<file path="src/rtl/iatc_pkg.sv">
package iatc_pkg;

    // Control scheme, acquisition mode, trigger selection and source
    typedef enum logic { IATC_LEGACY, IATC_STANDARD } iatc_scheme_e;
    typedef enum logic { IATC_SINGLE, IATC_CONTINUOUS } iatc_acq_mode_e;
    typedef enum logic { IATC_SEL_ACQ, IATC_SEL_FRAME } iatc_sel_e;
    typedef enum logic { IATC_SRC_SOFTWARE, IATC_SRC_LINE1 } iatc_src_e;

    // Acquisition status
    typedef enum logic [1:0] {
        IATC_IDLE,
        IATC_WAIT_ACQ,
        IATC_WAIT_FRAME,
        IATC_FRAME
    } iatc_state_e;

    // Settings held per trigger type
    typedef struct packed {
        logic      mode_on;
        iatc_src_e src;
    } iatc_trig_cfg_s;

    // Widths of the frame counter and the internal frame period
    localparam int CNT_W = 16;
    localparam int PER_W = 24;

    // Reset values
    localparam iatc_scheme_e   SCHEME_RST = IATC_LEGACY;
    localparam iatc_trig_cfg_s TRIG_RST   = '{mode_on: 1'b0, src: IATC_SRC_LINE1};

endpackage

</file>
<file path="src/rtl/iatc_ctrl.sv">
`timescale 1ns/10ps
// Function
// - Two selectable schemes; legacy lacks burst trigger
// - Legacy per-frame trigger acts as frame start
// - Legacy scheme active after reset
// - Host switches scheme; device applies it
// - No frame before a start command
// - Single mode: one frame, then start lapses
// - Continuous mode: frames until stop command
// - After stop, nothing until a new start
// - Burst trigger off: burst enable made internally
// - Burst trigger on: begin waiting for it
// - Burst wait ignores per-frame triggers
// - Burst trigger moves to frame wait
// - Count frames; at frame count, back to burst wait
// - Frame trigger starts frame; re-wait when ready
// - Frame trigger off: internal at configured rate
// - Frame trigger on: each accepted trigger exposes
// - Frame triggers outside frame wait are dropped
// - Stop mid-frame finishes it; else immediate
// - Source per trigger: software or line 1
// - Mode and source writes hit selected trigger
module iatc_ctrl #(
    parameter int CNT_W = iatc_pkg::CNT_W,
    parameter int PER_W = iatc_pkg::PER_W
) (
    input  wire logic                     sys_clk,               // Camera clock, 250 MHz
    input  wire logic                     rstn,                  // Asynchronous reset, active low
    input  wire logic                     acq_start_cmd,         // Acquisition start command pulse
    input  wire logic                     acq_stop_cmd,          // Acquisition stop command pulse
    input  wire iatc_pkg::iatc_acq_mode_e acq_mode,              // Single frame or continuous
    input  wire logic                     scheme_we,             // Write strobe for the scheme
    input  wire iatc_pkg::iatc_scheme_e   control_scheme_select, // New control scheme
    input  wire iatc_pkg::iatc_sel_e      trig_sel,              // Trigger type addressed
    input  wire logic                     trig_cfg_we,           // Write strobe for trigger settings
    input  wire iatc_pkg::iatc_trig_cfg_s trig_cfg_wdata,        // Mode and source to write
    input  wire logic                     sw_trig_cmd,           // Software trigger pulse
    input  wire logic                     line1_in,              // Hardware input line 1
    input  wire logic [CNT_W-1:0]         frame_count,           // Frames per burst
    input  wire logic [PER_W-1:0]         frame_period,          // Internal trigger period, cycles
    input  wire logic                     frame_done,            // Readout ready for next trigger
    output logic                          frame_start,           // One cycle: begin exposure
    output logic                          frame_trig_drop,       // One cycle: trigger ignored
    output iatc_pkg::iatc_state_e         acq_status,            // Current acquisition status
    output logic [CNT_W-1:0]              frame_cnt,             // Frames taken in this burst
    output iatc_pkg::iatc_scheme_e        scheme_active          // Scheme in force
);
    ////////////////////////////////////////////////////////////////////////////
    // State
    iatc_pkg::iatc_state_e    state_reg;
    iatc_pkg::iatc_state_e    state_next;
    iatc_pkg::iatc_scheme_e   scheme_reg;
    iatc_pkg::iatc_scheme_e   scheme_next;
    iatc_pkg::iatc_trig_cfg_s acq_cfg_reg;
    iatc_pkg::iatc_trig_cfg_s acq_cfg_next;
    iatc_pkg::iatc_trig_cfg_s frm_cfg_reg;
    iatc_pkg::iatc_trig_cfg_s frm_cfg_next;
    logic [CNT_W-1:0]         cnt_reg;
    logic [CNT_W-1:0]         cnt_next;
    logic [PER_W-1:0]         rate_reg;
    logic [PER_W-1:0]         rate_next;
    logic                     stop_pend_reg;
    logic                     stop_pend_next;
    logic                     fs_reg;
    logic                     fs_next;
    logic                     drop_reg;
    logic                     drop_next;

    logic line_rise;
    logic is_std;
    logic acq_gate;
    logic sw_acq;
    logic sw_frm;
    logic acq_evt;
    logic int_tick;
    logic frm_evt;
    logic burst_end;

    ////////////////////////////////////////////////////////////////////////////
    // Line 1 passes two flip-flops before any use
    iatc_sync_edge u_line1 (
        .sys_clk    (sys_clk),
        .rstn       (rstn),
        .pin_in     (line1_in),
        .rise_pulse (line_rise)
    );

    ////////////////////////////////////////////////////////////////////////////
    // Trigger sources
    assign is_std    = (scheme_reg == iatc_pkg::IATC_STANDARD);
    assign acq_gate  = is_std && acq_cfg_reg.mode_on;
    assign sw_acq    = sw_trig_cmd && is_std && (trig_sel == iatc_pkg::IATC_SEL_ACQ);
    assign sw_frm    = sw_trig_cmd && (!is_std || (trig_sel == iatc_pkg::IATC_SEL_FRAME));
    assign acq_evt   = (acq_cfg_reg.src == iatc_pkg::IATC_SRC_LINE1) ? line_rise : sw_acq;
    // Internal ticks landing outside frame wait are lost
    assign int_tick  = (state_reg != iatc_pkg::IATC_IDLE) && (rate_reg >= frame_period - 1'b1);
    assign frm_evt   = !frm_cfg_reg.mode_on ? int_tick :
                       ((frm_cfg_reg.src == iatc_pkg::IATC_SRC_LINE1) ? line_rise : sw_frm);
    assign burst_end = acq_gate && (cnt_reg == frame_count);

    ////////////////////////////////////////////////////////////////////////////
    // Configuration next values
    always_comb begin
        scheme_next  = scheme_reg;
        acq_cfg_next = acq_cfg_reg;
        frm_cfg_next = frm_cfg_reg;
        if (scheme_we) begin
            scheme_next = control_scheme_select;
        end
        // In legacy the acquisition selector names the per-frame trigger
        if (trig_cfg_we) begin
            if (is_std && (trig_sel == iatc_pkg::IATC_SEL_ACQ)) begin
                acq_cfg_next = trig_cfg_wdata;
            end else begin
                frm_cfg_next = trig_cfg_wdata;
            end
        end
    end

    // Configuration registers
    always_ff @(posedge sys_clk or negedge rstn) begin
        if (!rstn) begin
            scheme_reg  <= iatc_pkg::SCHEME_RST;
            acq_cfg_reg <= iatc_pkg::TRIG_RST;
            frm_cfg_reg <= iatc_pkg::TRIG_RST;
        end else begin
            scheme_reg  <= scheme_next;
            acq_cfg_reg <= acq_cfg_next;
            frm_cfg_reg <= frm_cfg_next;
        end
    end

    ////////////////////////////////////////////////////////////////////////////
    // Acquisition state machine next values
    always_comb begin
        state_next     = state_reg;
        cnt_next       = cnt_reg;
        stop_pend_next = stop_pend_reg;
        fs_next        = 1'b0;
        drop_next      = 1'b0;
        rate_next      = (state_reg == iatc_pkg::IATC_IDLE || int_tick) ? '0 : rate_reg + 1'b1;
        // External frame triggers outside frame wait are reported and lost
        if (frm_evt && frm_cfg_reg.mode_on && state_reg != iatc_pkg::IATC_WAIT_FRAME) begin
            drop_next = 1'b1;
        end
        case (state_reg)
            iatc_pkg::IATC_IDLE: begin
                stop_pend_next = 1'b0;
                if (acq_start_cmd && !acq_stop_cmd) begin
                    cnt_next   = '0;
                    state_next = acq_gate ? iatc_pkg::IATC_WAIT_ACQ
                                          : iatc_pkg::IATC_WAIT_FRAME;
                end
            end
            iatc_pkg::IATC_WAIT_ACQ: begin
                if (acq_stop_cmd) begin
                    state_next = iatc_pkg::IATC_IDLE;
                end else if (!acq_gate || acq_evt) begin
                    cnt_next   = '0;
                    state_next = iatc_pkg::IATC_WAIT_FRAME;
                end
            end
            iatc_pkg::IATC_WAIT_FRAME: begin
                if (acq_stop_cmd) begin
                    state_next = iatc_pkg::IATC_IDLE;
                end else if (frm_evt) begin
                    fs_next    = 1'b1;
                    cnt_next   = cnt_reg + 1'b1;
                    state_next = iatc_pkg::IATC_FRAME;
                end
            end
            iatc_pkg::IATC_FRAME: begin
                // A stop seen mid-frame waits for readout to end
                if (acq_stop_cmd) begin
                    stop_pend_next = 1'b1;
                end
                if (frame_done) begin
                    if (acq_stop_cmd || stop_pend_reg || acq_mode == iatc_pkg::IATC_SINGLE) begin
                        state_next = iatc_pkg::IATC_IDLE;
                    end else if (burst_end) begin
                        cnt_next   = '0;
                        state_next = iatc_pkg::IATC_WAIT_ACQ;
                    end else begin
                        state_next = iatc_pkg::IATC_WAIT_FRAME;
                    end
                end
            end
            default: begin
                state_next = iatc_pkg::IATC_IDLE;
            end
        endcase
    end

    // Acquisition state registers
    always_ff @(posedge sys_clk or negedge rstn) begin
        if (!rstn) begin
            state_reg     <= iatc_pkg::IATC_IDLE;
            cnt_reg       <= '0;
            rate_reg      <= '0;
            stop_pend_reg <= 1'b0;
            fs_reg        <= 1'b0;
            drop_reg      <= 1'b0;
        end else begin
            state_reg     <= state_next;
            cnt_reg       <= cnt_next;
            rate_reg      <= rate_next;
            stop_pend_reg <= stop_pend_next;
            fs_reg        <= fs_next;
            drop_reg      <= drop_next;
        end
    end

    ////////////////////////////////////////////////////////////////////////////
    // Outputs
    assign frame_start     = fs_reg;
    assign frame_trig_drop = drop_reg;
    assign acq_status      = state_reg;
    assign frame_cnt       = cnt_reg;
    assign scheme_active   = scheme_reg;
endmodule

</file>
<file path="src/rtl/iatc_sync_edge.sv">
`timescale 1ns/10ps
// Two-stage synchroniser for the trigger pin with a rising edge detector
module iatc_sync_edge (
    input  wire logic sys_clk,    // Camera clock
    input  wire logic rstn,       // Asynchronous reset, active low
    input  wire logic pin_in,     // Raw input line
    output logic      rise_pulse  // One cycle on each rising edge
);
    logic s1_reg;
    logic s2_reg;
    logic s3_reg;
    logic s1_next;
    logic s2_next;
    logic s3_next;

    // Shift the pin through the stages; s2 and s3 feed the detector
    always_comb begin
        s1_next = pin_in;
        s2_next = s1_reg;
        s3_next = s2_reg;
    end

    // Stage registers
    always_ff @(posedge sys_clk or negedge rstn) begin
        if (!rstn) begin
            s1_reg <= 1'b0;
            s2_reg <= 1'b0;
            s3_reg <= 1'b0;
        end else begin
            s1_reg <= s1_next;
            s2_reg <= s2_next;
            s3_reg <= s3_next;
        end
    end

    // Edge of the synchronised level
    assign rise_pulse = s2_reg & ~s3_reg;
endmodule

</file>
<file path="config.mk">
export PLATFORM = sky130hd
export DESIGN_NAME = iatc_ctrl
export DESIGN_NICKNAME = d
export VERILOG_FILES = /design/src/rtl/iatc_pkg.sv /design/src/rtl/iatc_ctrl.sv /design/src/rtl/iatc_sync_edge.sv
export SDC_FILE = /design/constraint.sdc
export NUM_CORES = 1
export LEC_CHECK = 0
export ABC_AREA = 1
export BUFFER_PORTS_ARGS = -buffer_cell sky130_fd_sc_hd__buf_2
export CAP_MARGIN = 20
export CORE_MARGIN = 1.5
export CORE_UTILIZATION = 60
export CTS_BUF_LIST = sky130_fd_sc_hd__clkbuf_4
export CTS_CLUSTER_DIAMETER = 100
export DETAILED_ROUTE_END_ITERATION = 10
export PLACE_DENSITY_LB_ADDON = 0.2
export SETUP_SLACK_MARGIN = 0.05
export SLEW_MARGIN = 15
export SYNTH_ARGS = -nofsm -noshare
export SYNTH_HDL_FRONTEND = slang
export SYNTH_SLANG_ARGS = --single-unit
</file>
<file path="constraint.sdc">
create_clock -name sys_clk -period 4 [get_ports sys_clk]
set_clock_uncertainty 0.05 [all_clocks]
set_input_delay 0.8 -clock sys_clk [delete_from_list [all_inputs] [get_ports sys_clk]]
set_output_delay 0.8 -clock sys_clk [all_outputs]
set_load 0.01 [all_outputs]
</file>
# Yosys cells after proc, flatten, opt, wreduce, memory -nomap -nowiden
# Index checks and enable logic that the tools add are counted.
# totals
reg_bits	53
elab_cells	94
# classes
n_addsub	3
n_eq_ne	16
reduce_logical	26
n_lt_le_gt_ge	1
bitwise_logic	5
mux	29
# ops
operator	n
2-to-1 mux 16 bit	8
case mux 16 bit (4 select lines)	1
adder 24 x 1 -> 24 bit, second input constant	1
greater-or-equal comparator 24 bit	1
2-to-1 mux 24 bit	1
subtractor 24 x 1 -> 24 bit, second input constant	1
2-to-1 mux 2 bit	9
inequality test 2 bit, second input constant	9
adder 16 x 1 -> 16 bit, second input constant	1
== test 16 bit	1
logical AND 1 bit	10
2-to-1 mux 1 bit	8
case mux 2 bit (4 select lines)	1
AND reduction 8 bit	1
inequality test 3 bit, second input constant	2
AND reduction 2 bit	3
logical OR 1 bit	5
== test 2 bit, second input constant	2
NOT 1 bit	4
AND reduction 4 bit	1
nonzero test 2 bit	2
logical NOT 1 bit	3
== test 2 x 1 -> 1 bit, second input constant	1
logical NOT 2 bit	1
other kinds (3)	3

# Depth between registers and ports, before layout
# logic_depth
ltp_word	8
mapped_depth	26

# By module
# From an unflattened synthesis, not the netlist that was laid out.
# unflattened
cells_unflattened	643
area_unflattened_um2	4245.3
# by_module_without_submodules
mod	cells_per_inst	area_each_um2	instances
iatc_ctrl	638	4160.2	1
iatc_sync_edge	5	85.1	1

# Least setup slack after synthesis
# Ideal clock, no wire load.
# synth_timing
path_kind	input port to flip-flop
start	in frame_period[1]
end	reg cnt_reg[12] (netlist: frame_cnt[12])
setup_ps	117
t_required_ps	3833
arrival_time_ps	3325
path_slack_ps	508
stages	21
path_cell_list	nor2_1 -> nand2_1 -> nor2_1 -> nand2_1 -> nor2_2 -> nand2_1 -> nor3_2 -> nand3b_1 -> xnor2_1 -> inv_1 -> ha_1 -> a21o_1 -> nor2_1 -> nand2_1 -> a21oi_1 -> nand2_1 -> nand2_1 -> nand3_2 -> buf_2 -> nand3_1 -> nand2_1
# synth_via
elab_chain_cells	6
# synth_rtl
item	line_no	source
start: declaration	iatc_ctrl.sv:40	input wire logic [PER_W-1:0] frame_period,
subtractor 24 x 1 -> 24 bit	iatc_ctrl.sv:96	assign int_tick = (state_reg != iatc_pkg::IATC_IDLE) && (rate_reg >= frame_period - 1'b1);
greater-or-equal comparator 24 bit	iatc_ctrl.sv:96	
logical AND 1 bit	iatc_ctrl.sv:96	
2-to-1 mux 1 bit	iatc_ctrl.sv:97	assign frm_evt = !frm_cfg_reg.mode_on ? int_tick :
inequality test 2 bit (no line)	-	
AND reduction 8 bit (no line)	-	
end signal: assignment	iatc_ctrl.sv:205	cnt_reg <= cnt_next;
end: declaration	iatc_ctrl.sv:58	logic [CNT_W-1:0] cnt_reg;
# Every way passes these cells.
# A chain may end at the register's enable or synchronous reset.

# Final worst setup path
# layout_timing
start	in frame_period[2]
end	reg cnt_reg[7] (netlist: frame_cnt[7])
# Same word-level chain as after synthesis.

==> results_dict.tcl <==
set metrics [dict create \
    syn_to_final_growth_pct 13.21 \
    wl_per_cell_um 12.70 \
    slowest_delay_ns 0.28 \
    grt_overflow 0 \
    drv_slew 0 \
    insertion_delay_ns 0.37 \
    cts_made_buffers 5 \
    track_usage_pct 26.99 \
    ir_drop_mv 0.3913 \
    cts_hold_buf 0 \
    rsz0062_at_grt "false" \
    cp.required_ns 4.21 \
    cts_sinks 53 \
    drtIter0Drc 241 \
    ctsResizeCount 0 \
    yosysWarnings 0 \
    min_period_over_period_pct 89.83 \
    htreeDepth 2 \
    start_util_pct 63.37 \
    multi_input_area_um2 2439 \
    seq_area_um2 1329 \
    drt_first_pass_iters 8 \
    post-cts-setup-buffers 0 \
    reg2reg_to "frame_cnt[7]" \
    crit_top_cell "nand2_1" \
    clockBufferDepth 2 \
    cp-endpoint "frame_cnt[7]" \
    final-setup-viol-count 0 \
    pre_cts_slack_ns -0.1202 \
    critPathMaxFanout 10 \
    cts-root-buf "clkbuf_4" \
    io_buffer_count 74 \
    syn-num-nets 671 \
    criticalPathCategory "input pin to flop" \
    fp.dieH_um 85.59 \
    cts_tree "built" \
    hp-class "flop to flop" \
    io_pins 75 \
    place.gp.congestion 0.9157 \
    clk_pin_slew_worst_paths_ns 0.16 \
    violations "DRC" \
    total_power_mw 1.460 \
    cp-end-kind "flop" \
    grt_antenna_before_repair 0 \
    cp_top_family "simple AND/OR/NAND/NOR gates" \
    viasPerCell 5.336 \
    fin_tns_setup_ns 0 \
    async_reset_ff_share_pct 100.0 \
    path_buf_inv 3 \
    maxCapViolCount 0 \
    wirelength_um 9514 \
    worst_pin_slew_ns 0.7515 \
    vias 3997 \
    grt_max_degree 32 \
    netlist_area_um2 4093 \
    seq_area_frac_synth_pct 32.47 \
    largest_reg_flops 24 \
    crit_path_start_kind "input pin" \
    die_x_um 85.59 \
    crit_chain "buf_2, nor2_1, nand2_1, nor2_1, nand2_1, nor2_2, nand2_1, nor3_4, nand3b_1, xnor2_1, inv_1, ha_1, a21o_1, nor2_1, nand2_1, a21oi_1, nand2_1, nand2_1, nand3_4, buf_4, nand3_1, nand2_1" \
    nets 752 \
    fillers 553 \
    slowest_stage "ha_1" \
    crit_cells 22 \
    antenna_left 0 \
    final-hold-violation-count 0 \
    die_area_um2 7326 \
    synth_edf_count 0 \
    synth_area_per_cell_um2 6.937 \
    worst_slack_ns 0.4069 \
    drive_gt1_share_pct 15.33 \
    synth_cell_type_count 38 \
    p_leak_nw 2.425 \
    status "finished with violations" \
    drc 3 \
    reg2regPathDepth 11 \
    rows 29 \
    cp-startpoint "frame_period[2]" \
    core_um2 6459 \
    diodes 0 \
    grt_pass1_vias 3698 \
    r2r_slack_ns 1.69 \
    relSlewSlack_pct 49.90 \
    period_minus_slack_ns 3.593 \
    fmax_mhz 278.3 \
    hpwl_um 7465 \
    worstReg2RegStart "rate_reg[23]" \
    grt_pass1_wl_um 16190 \
    arrival_ns 3.81 \
    p_per_area_nw_per_um2 315.1 \
    ys.flop_type "dfrtp_1" \
    yosys_register_bits 53 \
    synthCells 590 \
]
-- cells in the final DEF (no fill, tap or decap), types with 14 or more instances in the layout --
cell | Yosys | final
dfrtp_1 | 51 | 51
nand3_1 | 40 | 40
a21oi_1 | 21 | 21
buf_2 | 1 | 74
xor2_1 | 27 | 27
o21ai_0 | 18 | 18
inv_1 | 76 | 76
nor3_1 | 14 | 14
ha_1 | 27 | 27
nand2_1 | 156 | 156
nor2_1 | 86 | 86
-- kinds of logic (layout without fill, tap and decap cells) --
group                    count (synthesis)  after routing  share of synthesized area (%)
AO/OA/AOI/OAI                           53             53                          7.368
XOR/XNOR                                39             39                          8.346
adder cells (fa/ha/maj)                 27             27                          8.254
buffers and inverters                   86            168                          8.285
flip-flops                              53             53                          32.47
multiplexers                             1              1                         0.2751
AND/OR/NAND/NOR                        331            331                          35.00
-- Yosys cell counts (all sizes together) (2+ instances only) --
| cell type | instances | share of area, % |
|---|---|---|
| o31ai | 2 | 0.37 |
| clkbuf | 3 | 0.28 |
| a21o | 2 | 0.37 |
| nand2 | 157 | 15 |
| nor3b | 5 | 0.92 |
| o21ai | 21 | 2.6 |
| inv | 77 | 7.1 |
| ha | 27 | 8.3 |
| nor4 | 7 | 1.1 |
| buf | 3 | 0.67 |
| nor2 | 91 | 8.7 |
| nand3 | 41 | 5.1 |
| nand4 | 9 | 1.5 |
| a21oi | 22 | 3.0 |
| nand3b | 2 | 0.37 |
| dfrtp | 51 | 31 |
| nor3 | 17 | 2.4 |
| xor2 | 27 | 5.8 |
| a211oi | 2 | 0.37 |
| clkinv | 3 | 0.28 |
| xnor2 | 12 | 2.6 |
| dfstp | 2 | 1.3 |
-- per-layer routing --
layer  track usage (%)  wire [µm]  vias up
met4             6.158        122        0
met1             37.27       4377     1826
li1                  -          -     2053
met3             3.657        507       12
met5                 0          0        -
met2             45.38       4506      106
-- worst min path at each step --
stage,from,to,slack (ns),cells past startpoint
after detailed placement,u_line1.s1_reg,u_line1.s2_reg,0.29,0
after global routing,u_line1.s1_reg,u_line1.s2_reg,0.34,0
after floorplan,u_line1.s1_reg,u_line1.s2_reg,0.28,0
final,u_line1.s1_reg,u_line1.s2_reg,0.32,0
after global placement,u_line1.s1_reg,u_line1.s2_reg,0.28,0
after CTS,u_line1.s1_reg,u_line1.s2_reg,0.32,0
-- area by class of cell --
class,instances,share of cell area (%)
Clock inverter,3,0.3511
Multi-Input combinational cell,451,52.63
Tap cell,77,2.079
Inverter,80,6.481
Sequential cell,53,28.68
Clock buffer,5,0.8102
Timing Repair Buffer,80,8.966
-- metrics by stage --
step	instance area, µm²	cells	hold slack [ns]	util, %
after floorplan	4093	590	0.2812	-
after global placement	4566	741	0.2835	70.69
after detailed placement	4566	741	0.2855	70.69
after CTS	4619	749	0.3208	71.52
after global routing	4633	749	0.3387	71.74
final	4633	749	0.3212	71.74
-- power by group --
group	total (mW)	leakage, nW	internal [mW]	switching [mW]
clock	0.242	0.0307	0.0676	0.174
sequential	0.632	0.712	0.585	0.0472
combinational	0.586	1.68	0.191	0.395
total	1.46	2.43	0.843	0.617
No activity file was read; power rests on OpenSTA's default activity.
